**src/rtl/rre_pkg.sv**
```systemverilog
/*
 Shared constants for the return and rotate execution unit: operation codes,
 widths, reset values and the interrupt vector.
 Assumes nothing of its surroundings; imported whole by the design modules.
*/
`default_nettype none

package rre_pkg;

   // ----------------------------------------------------------------------
   // Widths and depths
   // ----------------------------------------------------------------------
   localparam int DATA_W = 8;
   localparam int PC_W = 12;
   localparam int STACK_DEPTH = 8;
   localparam int LVL_W = 4;
   localparam int PTR_W = 3;

   // ----------------------------------------------------------------------
   // Bit positions
   // ----------------------------------------------------------------------
   localparam int MSB_POS = 7;
   localparam int LSB_POS = 0;

   // ----------------------------------------------------------------------
   // Reset values and fixed addresses
   // ----------------------------------------------------------------------
   localparam logic [DATA_W-1:0] ACC_RST = 8'h00;
   localparam logic [PC_W-1:0] PC_RST = 12'h000;
   localparam logic [PC_W-1:0] IRQ_VECTOR = 12'h004;
   localparam logic [LVL_W-1:0] LVL_EMPTY = 4'h0;
   localparam logic [LVL_W-1:0] LVL_FULL = 4'h8;
   localparam logic [LVL_W-1:0] LVL_ONE = 4'h1;
   localparam logic CARRY_RST = 1'b0;
   localparam logic GIE_RST = 1'b0;

   // ----------------------------------------------------------------------
   // Operation codes from decode
   // ----------------------------------------------------------------------
   typedef enum logic [3:0] {
      OP_NONE = 4'h0,
      OP_RETURN_WITH_LITERAL = 4'h1,
      OP_RETURN_FROM_INTERRUPT = 4'h2,
      OP_ROTATE_LEFT_IN_PLACE = 4'h3,
      OP_ROTATE_LEFT_TO_ACCUMULATOR = 4'h4,
      OP_ROTATE_LEFT_THROUGH_FLAG_IN_PLACE = 4'h5,
      OP_ROTATE_LEFT_THROUGH_FLAG_TO_ACCUMULATOR = 4'h6,
      OP_ROTATE_RIGHT_IN_PLACE = 4'h7,
      OP_ROTATE_RIGHT_TO_ACCUMULATOR = 4'h8,
      OP_ROTATE_RIGHT_THROUGH_FLAG_IN_PLACE = 4'h9
   } rre_op_e;

   // ----------------------------------------------------------------------
   // Sequencer states
   // ----------------------------------------------------------------------
   typedef enum logic [1:0] {
      ST_RUN = 2'b01,
      ST_VECTOR = 2'b10
   } rre_state_e;

endpackage : rre_pkg

`default_nettype wire

```
**src/rtl/rre_rotator.sv**
```systemverilog
/*
 One-place byte rotator, left or right, plain or through the carry flag.
 Purely combinational; the caller registers the result and the carry.
*/
`default_nettype none

module rre_rotator
   import rre_pkg::*;
(
   // Operand
   input wire logic [DATA_W-1:0] data_in,
   input wire logic carry_in,
   // Mode
   input wire logic rot_left,
   input wire logic through_carry,
   // Result
   output logic [DATA_W-1:0] data_out,
   output logic carry_out
);

   logic left_fill;
   logic right_fill;

   // ----------------------------------------------------------------------
   // Fill bits: the wrapped-around bit, or the old carry for the nine-bit ring
   // ----------------------------------------------------------------------
   assign left_fill = through_carry ? carry_in : data_in[MSB_POS];
   assign right_fill = through_carry ? carry_in : data_in[LSB_POS];

   always_comb begin
      if (rot_left) begin
         data_out = {data_in[MSB_POS-1:LSB_POS], left_fill};
         carry_out = through_carry ? data_in[MSB_POS] : carry_in;
      end else begin
         data_out = {right_fill, data_in[MSB_POS:LSB_POS+1]};
         carry_out = through_carry ? data_in[LSB_POS] : carry_in;
      end
   end

endmodule // rre_rotator

`default_nettype wire

```
**src/rtl/rre_exec.sv**
```systemverilog
/*
 Execution unit for the return and rotate operations of an 8-bit core.
 Holds the accumulator, carry flag, global interrupt enable, the return stack
 and the restored program counter. Decode presents one operation per enabled
 cycle with its memory operand already read; data memory writes leave as a
 registered write strobe. Calls are pushed by the partner through push_valid.
*/
`default_nettype none

module rre_exec
   import rre_pkg::*;
(
   // Clock and reset
   input wire logic clk,
   input wire logic sys_rst,
   // Operation from decode
   input wire logic op_valid,
   input wire rre_op_e op_code,
   input wire logic [DATA_W-1:0] op_imm,
   input wire logic [DATA_W-1:0] mem_rdata,
   input wire logic [DATA_W-1:0] mem_addr,
   // Call push from decode
   input wire logic push_valid,
   input wire logic [PC_W-1:0] push_addr,
   // Interrupt request
   input wire logic irq_pending,
   // Program counter redirect
   output logic pc_load,
   output logic [PC_W-1:0] pc_out,
   // Data memory write
   output logic mem_we,
   output logic [DATA_W-1:0] mem_waddr,
   output logic [DATA_W-1:0] mem_wdata,
   // Core state
   output logic [DATA_W-1:0] acc_out,
   output logic carry_out,
   output logic global_interrupt_enable,
   output logic [LVL_W-1:0] stack_level,
   // Status
   output logic irq_ack,
   output logic stack_fault
);

   // ----------------------------------------------------------------------
   // Storage
   // ----------------------------------------------------------------------
   logic [PC_W-1:0] stack_mem [STACK_DEPTH];
   logic [LVL_W-1:0] level_reg;
   logic [DATA_W-1:0] acc_reg;
   logic carry_reg;
   logic gie_reg;
   logic [PC_W-1:0] pc_reg;
   logic pc_load_reg;
   logic mem_we_reg;
   logic [DATA_W-1:0] mem_waddr_reg;
   logic [DATA_W-1:0] mem_wdata_reg;
   logic irq_ack_reg;
   logic fault_reg;
   rre_state_e state_reg;
   rre_state_e state_next;

   // ----------------------------------------------------------------------
   // Decode
   // ----------------------------------------------------------------------
   logic run;
   logic do_ret_lit;
   logic do_return_from_interrupt;
   logic do_pop;
   logic do_rot;
   logic rot_left;
   logic rot_carry;
   logic rot_to_acc;
   logic irq_take;
   logic do_push;
   logic [PC_W-1:0] push_value;
   logic [PC_W-1:0] top_value;
   logic [PTR_W-1:0] top_ptr;
   logic [PTR_W-1:0] push_ptr;
   logic [DATA_W-1:0] rot_result;
   logic rot_carry_out;

   assign run = (state_reg == ST_RUN);
   assign do_ret_lit = run && op_valid && (op_code == OP_RETURN_WITH_LITERAL);
   assign do_return_from_interrupt = run && op_valid && (op_code == OP_RETURN_FROM_INTERRUPT);
   assign do_pop = do_ret_lit || do_return_from_interrupt;

   always_comb begin
      do_rot = run && op_valid;
      rot_left = 1'b1;
      rot_carry = 1'b0;
      rot_to_acc = 1'b0;
      case (op_code)
         OP_ROTATE_LEFT_IN_PLACE: begin
         end
         OP_ROTATE_LEFT_TO_ACCUMULATOR: begin
            rot_to_acc = 1'b1;
         end
         OP_ROTATE_LEFT_THROUGH_FLAG_IN_PLACE: begin
            rot_carry = 1'b1;
         end
         OP_ROTATE_LEFT_THROUGH_FLAG_TO_ACCUMULATOR: begin
            rot_carry = 1'b1;
            rot_to_acc = 1'b1;
         end
         OP_ROTATE_RIGHT_IN_PLACE: begin
            rot_left = 1'b0;
         end
         OP_ROTATE_RIGHT_TO_ACCUMULATOR: begin
            rot_left = 1'b0;
            rot_to_acc = 1'b1;
         end
         OP_ROTATE_RIGHT_THROUGH_FLAG_IN_PLACE: begin
            rot_left = 1'b0;
            rot_carry = 1'b1;
         end
         default: begin
            do_rot = 1'b0;
         end
      endcase
   end

   rre_rotator u_rotator (
      .data_in(mem_rdata),
      .carry_in(carry_reg),
      .rot_left(rot_left),
      .through_carry(rot_carry),
      .data_out(rot_result),
      .carry_out(rot_carry_out)
   );

   // ----------------------------------------------------------------------
   // Interrupt sequencing
   // ----------------------------------------------------------------------
   // A request seen with the return from interrupt is taken right after it,
   // so the handler runs again before the interrupted code resumes.
   assign irq_take = run && irq_pending && ((gie_reg && !op_valid) || do_return_from_interrupt);

   always_comb begin
      state_next = state_reg;
      case (state_reg)
         ST_RUN: begin
            if (irq_take) begin
               state_next = ST_VECTOR;
            end
         end
         ST_VECTOR: begin
            state_next = ST_RUN;
         end
         default: begin
            state_next = ST_RUN;
         end
      endcase
   end

   always_ff @(posedge clk or posedge sys_rst) begin
      if (sys_rst) begin
         state_reg <= ST_RUN;
      end else begin
         state_reg <= state_next;
      end
   end

   // ----------------------------------------------------------------------
   // Return stack
   // ----------------------------------------------------------------------
   // The vector cycle pushes the address just restored (or current PC),
   // so a chained handler returns to the main program.
   assign do_push = (state_reg == ST_VECTOR) || (run && push_valid && !do_pop);
   assign push_value = (state_reg == ST_VECTOR) ? pc_reg : push_addr;
   assign top_ptr = PTR_W'(level_reg - LVL_ONE);
   assign push_ptr = level_reg[PTR_W-1:0];
   assign top_value = stack_mem[top_ptr];

   always_ff @(posedge clk) begin
      if (do_push && (level_reg != LVL_FULL)) begin
         stack_mem[push_ptr] <= push_value;
      end
   end

   always_ff @(posedge clk or posedge sys_rst) begin
      if (sys_rst) begin
         level_reg <= LVL_EMPTY;
         fault_reg <= 1'b0;
      end else begin
         fault_reg <= 1'b0;
         if (do_pop) begin
            if (level_reg != LVL_EMPTY) begin
               level_reg <= level_reg - LVL_ONE;
            end else begin
               fault_reg <= 1'b1;
            end
         end else if (do_push) begin
            if (level_reg != LVL_FULL) begin
               level_reg <= level_reg + LVL_ONE;
            end else begin
               fault_reg <= 1'b1;
            end
         end
      end
   end

   // ----------------------------------------------------------------------
   // Program counter and interrupt enable
   // ----------------------------------------------------------------------
   always_ff @(posedge clk or posedge sys_rst) begin
      if (sys_rst) begin
         pc_reg <= PC_RST;
         pc_load_reg <= 1'b0;
         gie_reg <= GIE_RST;
         irq_ack_reg <= 1'b0;
      end else begin
         pc_load_reg <= 1'b0;
         irq_ack_reg <= 1'b0;
         if (state_reg == ST_VECTOR) begin
            pc_reg <= IRQ_VECTOR;
            pc_load_reg <= 1'b1;
            gie_reg <= 1'b0;
            irq_ack_reg <= 1'b1;
         end else if (do_pop && (level_reg != LVL_EMPTY)) begin
            // A pop on an empty stack has nothing to restore, so PC and enable stay put
            pc_reg <= top_value;
            pc_load_reg <= 1'b1;
            if (do_return_from_interrupt) begin
               gie_reg <= 1'b1;
            end
         end
      end
   end

   // ----------------------------------------------------------------------
   // Accumulator, carry and memory write-back
   // ----------------------------------------------------------------------
   always_ff @(posedge clk or posedge sys_rst) begin
      if (sys_rst) begin
         acc_reg <= ACC_RST;
         carry_reg <= CARRY_RST;
      end else begin
         if (do_ret_lit) begin
            acc_reg <= op_imm;
         end else if (do_rot && rot_to_acc) begin
            acc_reg <= rot_result;
         end
         // Plain rotates pass the carry through unchanged
         if (do_rot) begin
            carry_reg <= rot_carry_out;
         end
      end
   end

   always_ff @(posedge clk or posedge sys_rst) begin
      if (sys_rst) begin
         mem_we_reg <= 1'b0;
         mem_waddr_reg <= ACC_RST;
         mem_wdata_reg <= ACC_RST;
      end else begin
         mem_we_reg <= do_rot && !rot_to_acc;
         if (do_rot && !rot_to_acc) begin
            mem_waddr_reg <= mem_addr;
            mem_wdata_reg <= rot_result;
         end
      end
   end

   // ----------------------------------------------------------------------
   // Outputs
   // ----------------------------------------------------------------------
   assign pc_load = pc_load_reg;
   assign pc_out = pc_reg;
   assign mem_we = mem_we_reg;
   assign mem_waddr = mem_waddr_reg;
   assign mem_wdata = mem_wdata_reg;
   assign acc_out = acc_reg;
   assign carry_out = carry_reg;
   assign global_interrupt_enable = gie_reg;
   assign stack_level = level_reg;
   assign irq_ack = irq_ack_reg;
   assign stack_fault = fault_reg;

endmodule // rre_exec

`default_nettype wire

```
**config.mk**
```make
export PLATFORM = sky130hd
export DESIGN_NAME = rre_exec
export DESIGN_NICKNAME = d
export VERILOG_FILES = /design/src/rtl/rre_pkg.sv /design/src/rtl/rre_rotator.sv /design/src/rtl/rre_exec.sv
export SDC_FILE = /design/constraint.sdc
export NUM_CORES = 1
export LEC_CHECK = 0
export BUFFER_PORTS_ARGS = -buffer_cell sky130_fd_sc_hd__buf_4
export CORE_MARGIN = 8
export CORE_UTILIZATION = 25
export DETAILED_ROUTE_END_ITERATION = 7
export PLACE_DENSITY = 0.5
export SYNTH_ARGS = -nofsm -noshare
export SYNTH_HDL_FRONTEND = slang
export SYNTH_SLANG_ARGS = --single-unit
```
**constraint.sdc**
```tcl
create_clock -name clk -period 4.3 [get_ports clk]
set_clock_uncertainty 0.05 [all_clocks]
set_input_delay 0.86 -clock clk [delete_from_list [all_inputs] [get_ports clk]]
set_output_delay 0.86 -clock clk [all_outputs]
set_load 0.01 [all_outputs]
```
After elaboration in Yosys (flattened, before gate mapping)
Memories as Yosys holds them, arrays and structs flattened.
Cells that the tools add are included.
{"block": "op_classes", "addsub": 2, "eq_ne": 14, "mux": 32, "n_reduce_logical": 31}
{"op": "12-bit 2-to-1 mux", "n": 3}
{"op": "8-bit 2-to-1 mux", "n": 3}
{"op": "1-bit 2-to-1 mux", "n": 20}
{"op": "4-bit by 3-bit equality test with 1-bit output (second input constant)", "n": 4}
{"op": "4-bit 2-to-1 mux", "n": 4}
{"op": "1-bit logical AND", "n": 12}
{"op": "2-bit nonzero test", "n": 5}
{"op": "3-bit OR reduction", "n": 3}
{"op": "4-bit by 2-bit equality test with 1-bit output (second input constant)", "n": 2}
{"op": "4-bit equality test (second input constant)", "n": 2}
{"op": "7-bit OR reduction", "n": 1}
{"op": "4-bit by 1-bit adder with 4-bit output (second input constant)", "n": 1}
{"op": "4-bit by 1-bit equality test with 1-bit output (second input constant)", "n": 1}
{"op": "2-bit 2-to-1 mux", "n": 2}
{"op": "2-bit by 1-bit inequality test with 1-bit output (second input constant)", "n": 2}
{"op": "4-bit inequality test (second input constant)", "n": 1}
{"op": "2-bit AND reduction", "n": 2}
{"op": "4-bit nonzero test", "n": 1}
{"op": "4-bit by 1-bit subtractor with 4-bit output (second input constant)", "n": 1}
{"op": "1-bit logical NOT", "n": 3}
{"op": "1-bit logical OR", "n": 3}
{"op": "3-bit AND reduction", "n": 1}
{"op": "2-bit by 1-bit equality test with 1-bit output (second input constant)", "n": 1}
{"op": "2-bit equality test (second input constant)", "n": 1}
{"block": "totals", "register_bits": 48, "ramBits": 96, "in_bits": 45, "out_inout_bits": 46, "elab_cells": 92, "mem_count": 1}
{"name": "stack_mem", "words": 8, "word_bits": 12, "read_ports": 1, "rd_clocked_by_memory_dff": 0, "wr": 1, "line_no": "rre_exec.sv:47", "source": "logic [PC_W-1:0] stack_mem [STACK_DEPTH];"}

Depth between registers and ports, before layout
Gate-level depths: netlist (run 1).
{"block": "logic_depth", "depth_word": 10, "depth_mapped": 8, "ltp_nobuf": 6}

By module
Synthesis (run 1) repeated with hierarchy kept, for this count alone.
{"block": "unflattened", "cells_unflattened": 403, "hier_area_um2": 6198.4}
{"mod": "rre_exec", "instances": 1, "cells_each": 387, "area_per_inst_um2": 6063.3, "seq_area_each_um2": 4085.2}
{"mod": "rre_rotator", "instances": 1, "cells_each": 16, "area_per_inst_um2": 135.1, "seq_area_each_um2": 0.0}

Worst setup path before layout (run 1)
OpenSTA, ideal clock, no wires.
{"block": "synth_timing", "path_type": "reg-to-reg", "startpoint": "register level_reg[0] (netlist: stack_level[0])", "endpoint": "memory stack_mem[4][0], enable pin", "setup_ns": 0.396, "arrival_ns": 2.467, "required_time_ns": 3.854, "setup_slack_ns": 1.387, "stages_incl_launch_ff": 8, "n_path_buf": 1, "period_less_slack_ns": 2.913, "path_cell_list": "dfrtp_1 -> buf_2 -> inv_1 -> ha_1 -> nand3b_1 -> a21boi_1 -> nand3_1 -> nor3_1"}
{"block": "synth_between", "elab_chain_len": 4}
{"item": "start: declaration", "line_no": "rre_exec.sv:48", "source": "logic [LVL_W-1:0] level_reg;"}
{"item": "start signal: assignment", "line_no": "rre_exec.sv:188", "source": "level_reg <= level_reg - LVL_ONE;"}
{"item": "start signal: assignment", "line_no": "rre_exec.sv:194", "source": "level_reg <= level_reg + LVL_ONE;"}
{"item": "4-bit inequality test", "line_no": "rre_exec.sv:175", "source": "if (do_push && (level_reg != LVL_FULL)) begin"}
{"item": "1-bit logical AND", "line_no": "rre_exec.sv:175"}
{"item": "1-bit 2-to-1 mux", "line_no": "rre_exec.sv:175"}
{"item": "1-bit 2-to-1 mux (not written as such)", "line_no": "rre_exec.sv:176", "source": "stack_mem[push_ptr] <= push_value;"}
{"item": "end: declaration", "line_no": "rre_exec.sv:47"}
Several ways; a longest one is shown, not always the timed one.

Worst setup path after layout (run 1)
{"block": "layout_timing", "startpoint": "register level_reg[1] (netlist: stack_level[1])", "endpoint": "memory stack_mem[3][3], enable pin"}
The elaborated chain is that of the path after synthesis.

==> reports/qor.txt, run 1 <==
Largest net degree at the start of global routing - 33
Max Cap Violations - 0
Global-route wire length before repair - 24000 microns
Crit path cell chain - inv_1, ha_1, nand3b_1, a21boi_1, nand3_1, nor2_1, buf_4
H-tree depth - 4
Gr usage total - 10.4%
Fillers - 2421
Seq cells post-synth - 144
Clock-pin slew on the worst setup and hold paths - 60 ps
Final Critical Period - 2610 ps
Vias per cell - 4.39
Post-synthesis xor/xnor area fraction - 1.14%
Sequential-to-total area share from yosys stat - 66.3%
NumNets Final - 556
Vias in the first global route - 3996
Syn. warnings - 0
Max_slew headroom - 32.3%
Top-Level Pins - 91
Most common cell in the netlist - edfxtp_1
Setup CP Type - flip-flop to flip-flop
Antenna Violating Nets Remaining - 0
Crit path largest cell delay - 480 ps
Critical path launch point type - flip-flop
Pre-CTS setup slack - 1580 ps
DRT Wirelength - 15400 microns
Setup tns final - 0 ps
Vias post-DR - 3704
Starting Density - 25.4%
CTS root buffer - clkbuf_16
Final Hold Vio Count - 0
GRT overflow - 0
Post-route cell area - 7770 sq um
Die width - 173 microns
Layout cell share with drive strength beyond 1 - 33.7%
WP data arrival - 2680 ps
Initial antenna violation count - 0
Worst-Skew Late Latency - 420 ps
Crit share post-route - 60.7%
Post-synthesis cell area - 6160 sq um
Post-synthesis net count - 455
Worst EP required - 4370 ps
Pins over their slew limit - 0
Core area - 24200 sq um
Longest Clk Path Bufs - 2
Synth Area in Compound Gates - 4.47%
Largest area contributor in the netlist - edfxtp_1
Biggest register - stack_mem
Post-synthesis cell type count - 55
Largest family of logic cells by synthesized area - multiplexers
Endpoint class of the critical path - flip-flop
Number of diodes - 0
Post-synth EDFFs - 96
Setup repair bufs after CTS - 0
CP delay by family, top - simple AND/OR/NAND/NOR gates
Largest register FFs - 96
Iter 0 DRT Violations - 303
Worst Max-Slew Pin Slew - 1010 ps
Number of CTS-inserted buffers - 17
Drt drc - 0
Mux share of post-synthesis cell area - 15.6%
Synth top cells by count - 96 x edfxtp_1, 63 x nand2_1, 47 x dfrtp_1
RSZ-0062 raised after global routing - no
Status - finished, final reports clean
Hold_buf cts - 0
Number of setup violations in the final report - 0
Fmax - 0.383 GHz
Asr flop ratio synth - 33.3%
Final HPWL DP - 10800 microns
Sink Count - 144
Total Power - 5.11 mW
Syn avg cell area - 15.1 sq um
Cell count after synthesis - 407
Post-route setup slack - 1690 ps
PwrDens - 657 nW/um^2
DR WL/cell - 18.3 microns
Simple-Gate Fraction of Synth Area - 9.04%
Std-Cell Rows - 57
CP max FO - 8
Share of the synthesized area in the top cell type - 46.8%
Dpl cell area - 7210 sq um
Ranking of synthesized cells by area - edfxtp_1 47%, dfrtp_1 19%, mux4_2 8.8%, mux2i_1 5.2%, nand2_1 3.8%
Peak VDD IR - 0.000227 V
Final cell count without fillers - 844
CP max stage cell - dfrtp_1
Area share of fa/ha/maj cells after synthesis - 0.610%
CTS tree - built
Leak - 3.12 nW
Area growth from synthesis to layout - 26.2%
Die height - 173 microns
HP Class - flip-flop to flip-flop
TritonRoute pass-1 iters - 4
Most common flop cell mapped by yosys - edfxtp_1
Final Wtd Congestion - 0.783
Die area - 29900 sq um
Placed insts - 813
Buf/Inv on CP - 2
Gates resized, CTS repair - 0
PortBufs - 90
-- report_power, final --
part / internal [mW] / switching [mW]
clock: 0.861 / 0.551
sequential: 1.79 / 0.165
combinational: 0.854 / 0.886
-- metal layers --
layer | GRT usage (%) | part of all wire, %
met2 | 16.6 | 47
met3 | 3.77 | 5.6
met1 | 13.4 | 47
met5 | 0 | 0
met4 | 2.37 | 0.56
-- placed cells by master, fill, tap and decap left out, types with 4 or more instances in the layout --
| master | Yosys | final |
|---|---|---|
| xnor2_1 | 5 | 5 |
| nand2_1 | 63 | 63 |
| nand3_1 | 11 | 11 |
| mux2_2 | 5 | 5 |
| nor2_1 | 16 | 16 |
| buf_4 | 1 | 104 |
| mux2i_1 | 32 | 32 |
| inv_1 | 10 | 9 |
| o21ai_0 | 4 | 4 |
| edfxtp_1 | 96 | 96 |
| a21oi_1 | 8 | 8 |
| a211oi_1 | 4 | 4 |
| clkbuf_16 | 0 | 17 |
| mux4_2 | 24 | 24 |
| dfrtp_1 | 47 | 46 |
| o211ai_1 | 8 | 8 |
-- logic make-up (layout without fill, tap and decap cells) --
family | after synthesis | in the layout
xor gates and xnor gates | 8 | 8
adders and majority gates | 3 | 3
and+or+nand+nor | 116 | 116
AOI/OAI and AO/OA | 40 | 40
buffers and inverters | 32 | 145
DFF | 144 | 144
muxes | 64 | 64
-- final cells by class --
class | instances | area, sq um | area share, %
sequential | 144 | 4090 | 52.6
multi-input combinational | 231 | 1900 | 24.5
timing repair buffer | 104 | 781 | 10.0
clock buffer | 20 | 447 | 5.75
tap | 324 | 405 | 5.21
clock inverter | 11 | 115 | 1.48
inverter | 10 | 37.5 | 0.483
-- final timing paths --
kind / from / to / slack [ps] / cells after the start
setup / recovery: stack_level[1] / stack_mem[3][3] / 1690 / 7
hold / removal: mem_waddr[6] / mem_waddr[6] / 460 / 1
max in group asynchronous: sys_rst / mem_waddr[7] / 2890 / 3
min in group asynchronous: sys_rst / mem_we / 510 / 2
setup reg to reg: stack_level[1] / stack_mem[3][3] / 1690 / 7
hold reg to reg: mem_waddr[6] / mem_waddr[6] / 460 / 1
-- per-stage QoR --
stage          hold slack (ps)  util [%]
6_report                   458      32.1
5_1_grt                    467      32.1
4_1_cts                    464      32.1
3_5_place_dp               451      29.7
3_3_place_gp               443      29.7
2_1_floorplan              495         -
(Power assumes the default switching activity.)
==> inputs of run 2 (changes only) <==
Settings changed: ABC_AREA set to 1, PLACE_DENSITY 0.5 to 0.52.
Clock period 4.3 ns to 2.2 ns, I/O delays scaled along.
==> reports/qor.txt, run 2 <==
Fillers - 2686
RSZ-0062 raised after global routing - no
Initial antenna violation count - 0
Layout cell share with drive strength beyond 1 - 21.9%
Syn. warnings - 0
Endpoint class of the critical path - output port
Post-synthesis net count - 713
Ranking of synthesized cells by area - edfxtp_1 45%, dfrtp_1 18%, nand2_1 12%, o21ai_0 5.5%, nor2_1 5.2%
Most common cell in the netlist - nand2_1
Fmax - 0.496 GHz
Drt drc - 0
Starting Density - 25.1%
Pins over their slew limit - 0
Largest register FFs - 96
Largest net degree at the start of global routing - 57
TritonRoute pass-1 iters - 4
Peak VDD IR - 0.000697 V
Setup repair bufs after CTS - 0
Sink Count - 144
Area growth from synthesis to layout - 27.0%
Biggest register - stack_mem
Post-route setup slack - 185 ps
Critical path launch point type - flip-flop
Core area - 25700 sq um
H-tree depth - 4
NumNets Final - 813
Hold_buf cts - 0
Synth top cells by count - 211 x nand2_1, 96 x edfxtp_1, 90 x nor2_1
Vias per cell - 4.36
Crit share post-route - 91.6%
Global-route wire length before repair - 27900 microns
PortBufs - 90
Reg2Reg Depth - 9
Top-Level Pins - 91
Seq cells post-synth - 144
Final Critical Period - 2020 ps
Failing checks - negative hold slack
Setup CP Type - flip-flop to output port
Share of the synthesized area in the top cell type - 44.6%
DRT Wirelength - 17600 microns
Asr flop ratio synth - 33.3%
Post-synthesis cell type count - 32
Iter 0 DRT Violations - 313
Die area - 31200 sq um
Die width - 177 microns
Most common flop cell mapped by yosys - edfxtp_1
Final Wtd Congestion - 0.773
Max Cap Violations - 0
Antenna Violating Nets Remaining - 0
Worst Max-Slew Pin Slew - 590 ps
Max_slew headroom - 60.6%
Leak - 3.58 nW
CP max FO - 56
Post-synth EDFFs - 96
Gr usage total - 11.5%
Post-synthesis cell area - 6460 sq um
Sequential-to-total area share from yosys stat - 63.3%
WP data arrival - 1530 ps
CTS tree - built
Most common cell after layout, fill and taps aside - nand2_1
CTS root buffer - clkbuf_16
Cell count after synthesis - 665
Largest area contributor in the netlist - edfxtp_1
Die height - 177 microns
Longest Clk Path Bufs - 2
Final HPWL DP - 12300 microns
Number of diodes - 0
Vias post-DR - 4848
Final cell count without fillers - 1113
Worst EP required - 1710 ps
Commonest cells after routing, fill and taps aside - 211 x nand2_1, 108 x buf_4, 96 x edfxtp_1
Hold WS - -3.48 ps
Setup tns final - 0 ps
Number of setup violations in the final report - 0
Clock-pin slew on the worst setup and hold paths - 60 ps
HP Class - input pin to async pin
Number of CTS-inserted buffers - 17
Placed insts - 1081
Std-Cell Rows - 59
Post-route cell area - 8200 sq um
Status - finished with violations
Worst-Skew Late Latency - 420 ps
Pre-CTS setup slack - 185 ps
Vias in the first global route - 5029
DR WL/cell - 15.8 microns
PwrDens - 1330 nW/um^2
Dpl cell area - 7570 sq um
GRT overflow - 0
Final Hold Vio Count - 2
Gates resized, CTS repair - 0
Syn avg cell area - 9.71 sq um
-- run 2: routing by layer --
layer,share of wire (%),vias to the layer above,GRT usage [%]
li1,-,2410,-
met1,42,2299,13.0
met2,51,112,20.5
met3,4.8,27,2.97
met4,1.8,0,4.45
met5,0,-,0
-- run 2: path summary, 6_finish.rpt --
kind                            slack, ps             end      startpoint
worst max-delay path                  180  stack_level[0]  stack_level[0]
worst min-delay path                   -3       pc_out[8]         sys_rst
worst max register to register        250       pc_out[2]  stack_level[1]
worst min register to register        430    mem_waddr[0]    mem_waddr[0]
max in group asynchronous            1770    state_reg[0]         sys_rst
min in group clk                      160    mem_waddr[3]     mem_addr[3]
-- run 2: cell type report --
type	count	area [sq um]	share of cell area, %
clock buffers	20	447	5.45
clock inverters	12	181	2.21
inverters	32	128	1.56
multi-input cells	459	2070	25.2
flip-flops and latches	144	4090	49.8
well taps	335	419	5.11
repair buffers	111	871	10.6
-- run 2: cells by family (layout without fill, tap and decap cells) --
family	Yosys count	count (layout)	synth area share, %
buffers and inverters	62	175	4.73
XOR/XNOR	2	2	0.271
flip-flops	144	144	63.3
AO/OA/AOI/OAI	89	89	7.11
AND/OR/NAND/NOR	365	365	24.1
adder cells (fa/ha/maj)	3	3	0.581
-- run 2: where the power goes --
| part | internal (mW) | total [mW] | switching (mW) |
|---|---|---|---|
| combinational | 1.46 | 4.13 | 2.66 |
| clock | 1.94 | 3.07 | 1.13 |
| sequential | 3.45 | 3.72 | 0.267 |
| total | 6.85 | 10.9 | 4.06 |
-- run 2: metrics by stage --
stage	util, %	hold WS, ps	power, mW
6_report	31.9	-3.48	10.9
5_1_grt	31.9	15.3	11.6
4_1_cts	31.9	0.454	11.1
3_5_place_dp	29.5	420	7.99
3_3_place_gp	29.5	415	8.00
2_1_floorplan	-	464	6.25
-- run 2: worst max-delay path: stages, from the launching register on --
cell     delay [ps]
dfrtp_2         370
buf_4           490
buf_4           230
==> inputs of run 3 (changes only) <==
Settings changed: HOLD_SLACK_MARGIN set to 0.06.
==> reports/qor.txt, run 3 (synthesis gave the netlist of run 2 again) <==
Vias per cell - 4.35
Placed insts - 1081
Layout cell share with drive strength beyond 1 - 21.8%
Gr usage total - 11.5%
Buf/Inv on CP - 2
Die height - 177 microns
Std-Cell Rows - 59
Number of setup violations in the final report - 0
DR WL/cell - 15.8 microns
Starting Density - 25.1%
Worst Max-Slew Pin Slew - 592 ps
Worst r2r src - stack_level[1]
Clock-pin slew on the worst setup and hold paths - 60 ps
H-tree depth - 4
Endpoint class of the critical path - output port
Vias in the first global route - 5031
Hold_buf cts - 1
Die area - 31200 sq um
CP delay by family, top - buffers and inverters
Fmax - 0.496 GHz
WP data arrival - 1530 ps
Core Util, Final - 32.0%
Largest register FFs - 96
Final Hold Vio Count - 0
Global-route wire length before repair - 27900 microns
Setup repair bufs after CTS - 0
Final Critical Period - 2020 ps
Crit path largest cell delay - 490 ps
HP Class - input pin to flip-flop
Crit path cell chain - buf_4, buf_4
Hold WS - 159 ps
NumNets Final - 814
Max_slew headroom - 60.5%
Critical Path Most Common Cell - buf_4
Iter 0 DRT Violations - 294
Sink Count - 144
Final HPWL DP - 12300 microns
CP max stage cell - buf_4
Die width - 177 microns
Max Cap Violations - 0
Dpl cell area - 7570 sq um
Vias post-DR - 4848
PwrDens - 1330 nW/um^2
Area growth from synthesis to layout - 27.1%
Status - finished, final reports clean
Post-route cell area - 8210 sq um
Initial antenna violation count - 0
DRT Wirelength - 17600 microns
Antenna Violating Nets Remaining - 0
Biggest register - stack_mem
Drt drc - 0
Core area - 25700 sq um
RSZ-0062 raised after global routing - no
GRT overflow - 0
Crit share post-route - 91.6%
CTS tree - built
Number of diodes - 0
CTS root buffer - clkbuf_16
Final Wtd Congestion - 0.773
Longest Clk Path Bufs - 2
PortBufs - 90
Commonest cells after routing, fill and taps aside - 211 x nand2_1, 108 x buf_4, 96 x edfxtp_1
Setup tns final - 0 ps
Top-Level Pins - 91
Final cell count without fillers - 1114
Worst EP required - 1710 ps
Hold_sp - mem_addr[3]
Critical path launch point type - flip-flop
Setup CP Type - flip-flop to output port
Pins over their slew limit - 0
Gates resized, CTS repair - 0
TritonRoute pass-1 iters - 4
Worst-Skew Late Latency - 420 ps
Most common cell after layout, fill and taps aside - nand2_1
Largest net degree at the start of global routing - 57
CP max FO - 56
Leak - 3.58 nW
Peak VDD IR - 0.000697 V
Worst setup startpoint - stack_level[0]
Number of CTS-inserted buffers - 17
==> run 3: power breakdown <==
part	internal, mW	leakage, nW	switching, mW
logic	1.47	1.80	2.66
clock network	1.94	0.305	1.13
registers	3.45	1.47	0.267
==> run 3: path summary, 6_finish.rpt <==
path | end | slack (ps) | cells after the start
min reg2reg | mem_waddr[0] | 430 | 2
min in group asynchronous | pc_out[8] | 560 | 4
min | mem_waddr[3] | 160 | 3
max | stack_level[0] | 180 | 2
max in group asynchronous | state_reg[0] | 1210 | 4
max reg2reg | pc_out[2] | 250 | 9
==> run 3: through the flow <==
step	setup WS (ps)	power, mW
6_report	185	10.9
5_1_grt	98.0	11.6
4_1_cts	166	11.1
3_5_place_dp	185	7.99
3_3_place_gp	196	8.00
2_1_floorplan	-38.3	6.25
==> run 3: metal layers <==
| metal | up-vias | GRT usage [%] | routed length, microns |
|---|---|---|---|
| met1 | 2283 | 13.0 | 7350 |
| met3 | 26 | 2.97 | 911 |
| met4 | 0 | 4.45 | 325 |
| li1 | 2414 | - | - |
| met2 | 125 | 20.5 | 8980 |
| met5 | - | 0 | 0 |
==> run 3: cell type report <==
cell class,instances,area [sq um]
fill,2685,17500
inverter,32,128
multi-input combinational,459,2070
sequential,144,4090
tap,335,419
timing repair buffer,112,881
clock buffer,20,447
clock inverter,12,181
==> run 3: tightest hold or removal path, delay by kind of cell <==
| family | cells | cell delay, ps |
|---|---|---|
| buf+inv | 1 | 80 |
| simple gates | 2 | 80 |
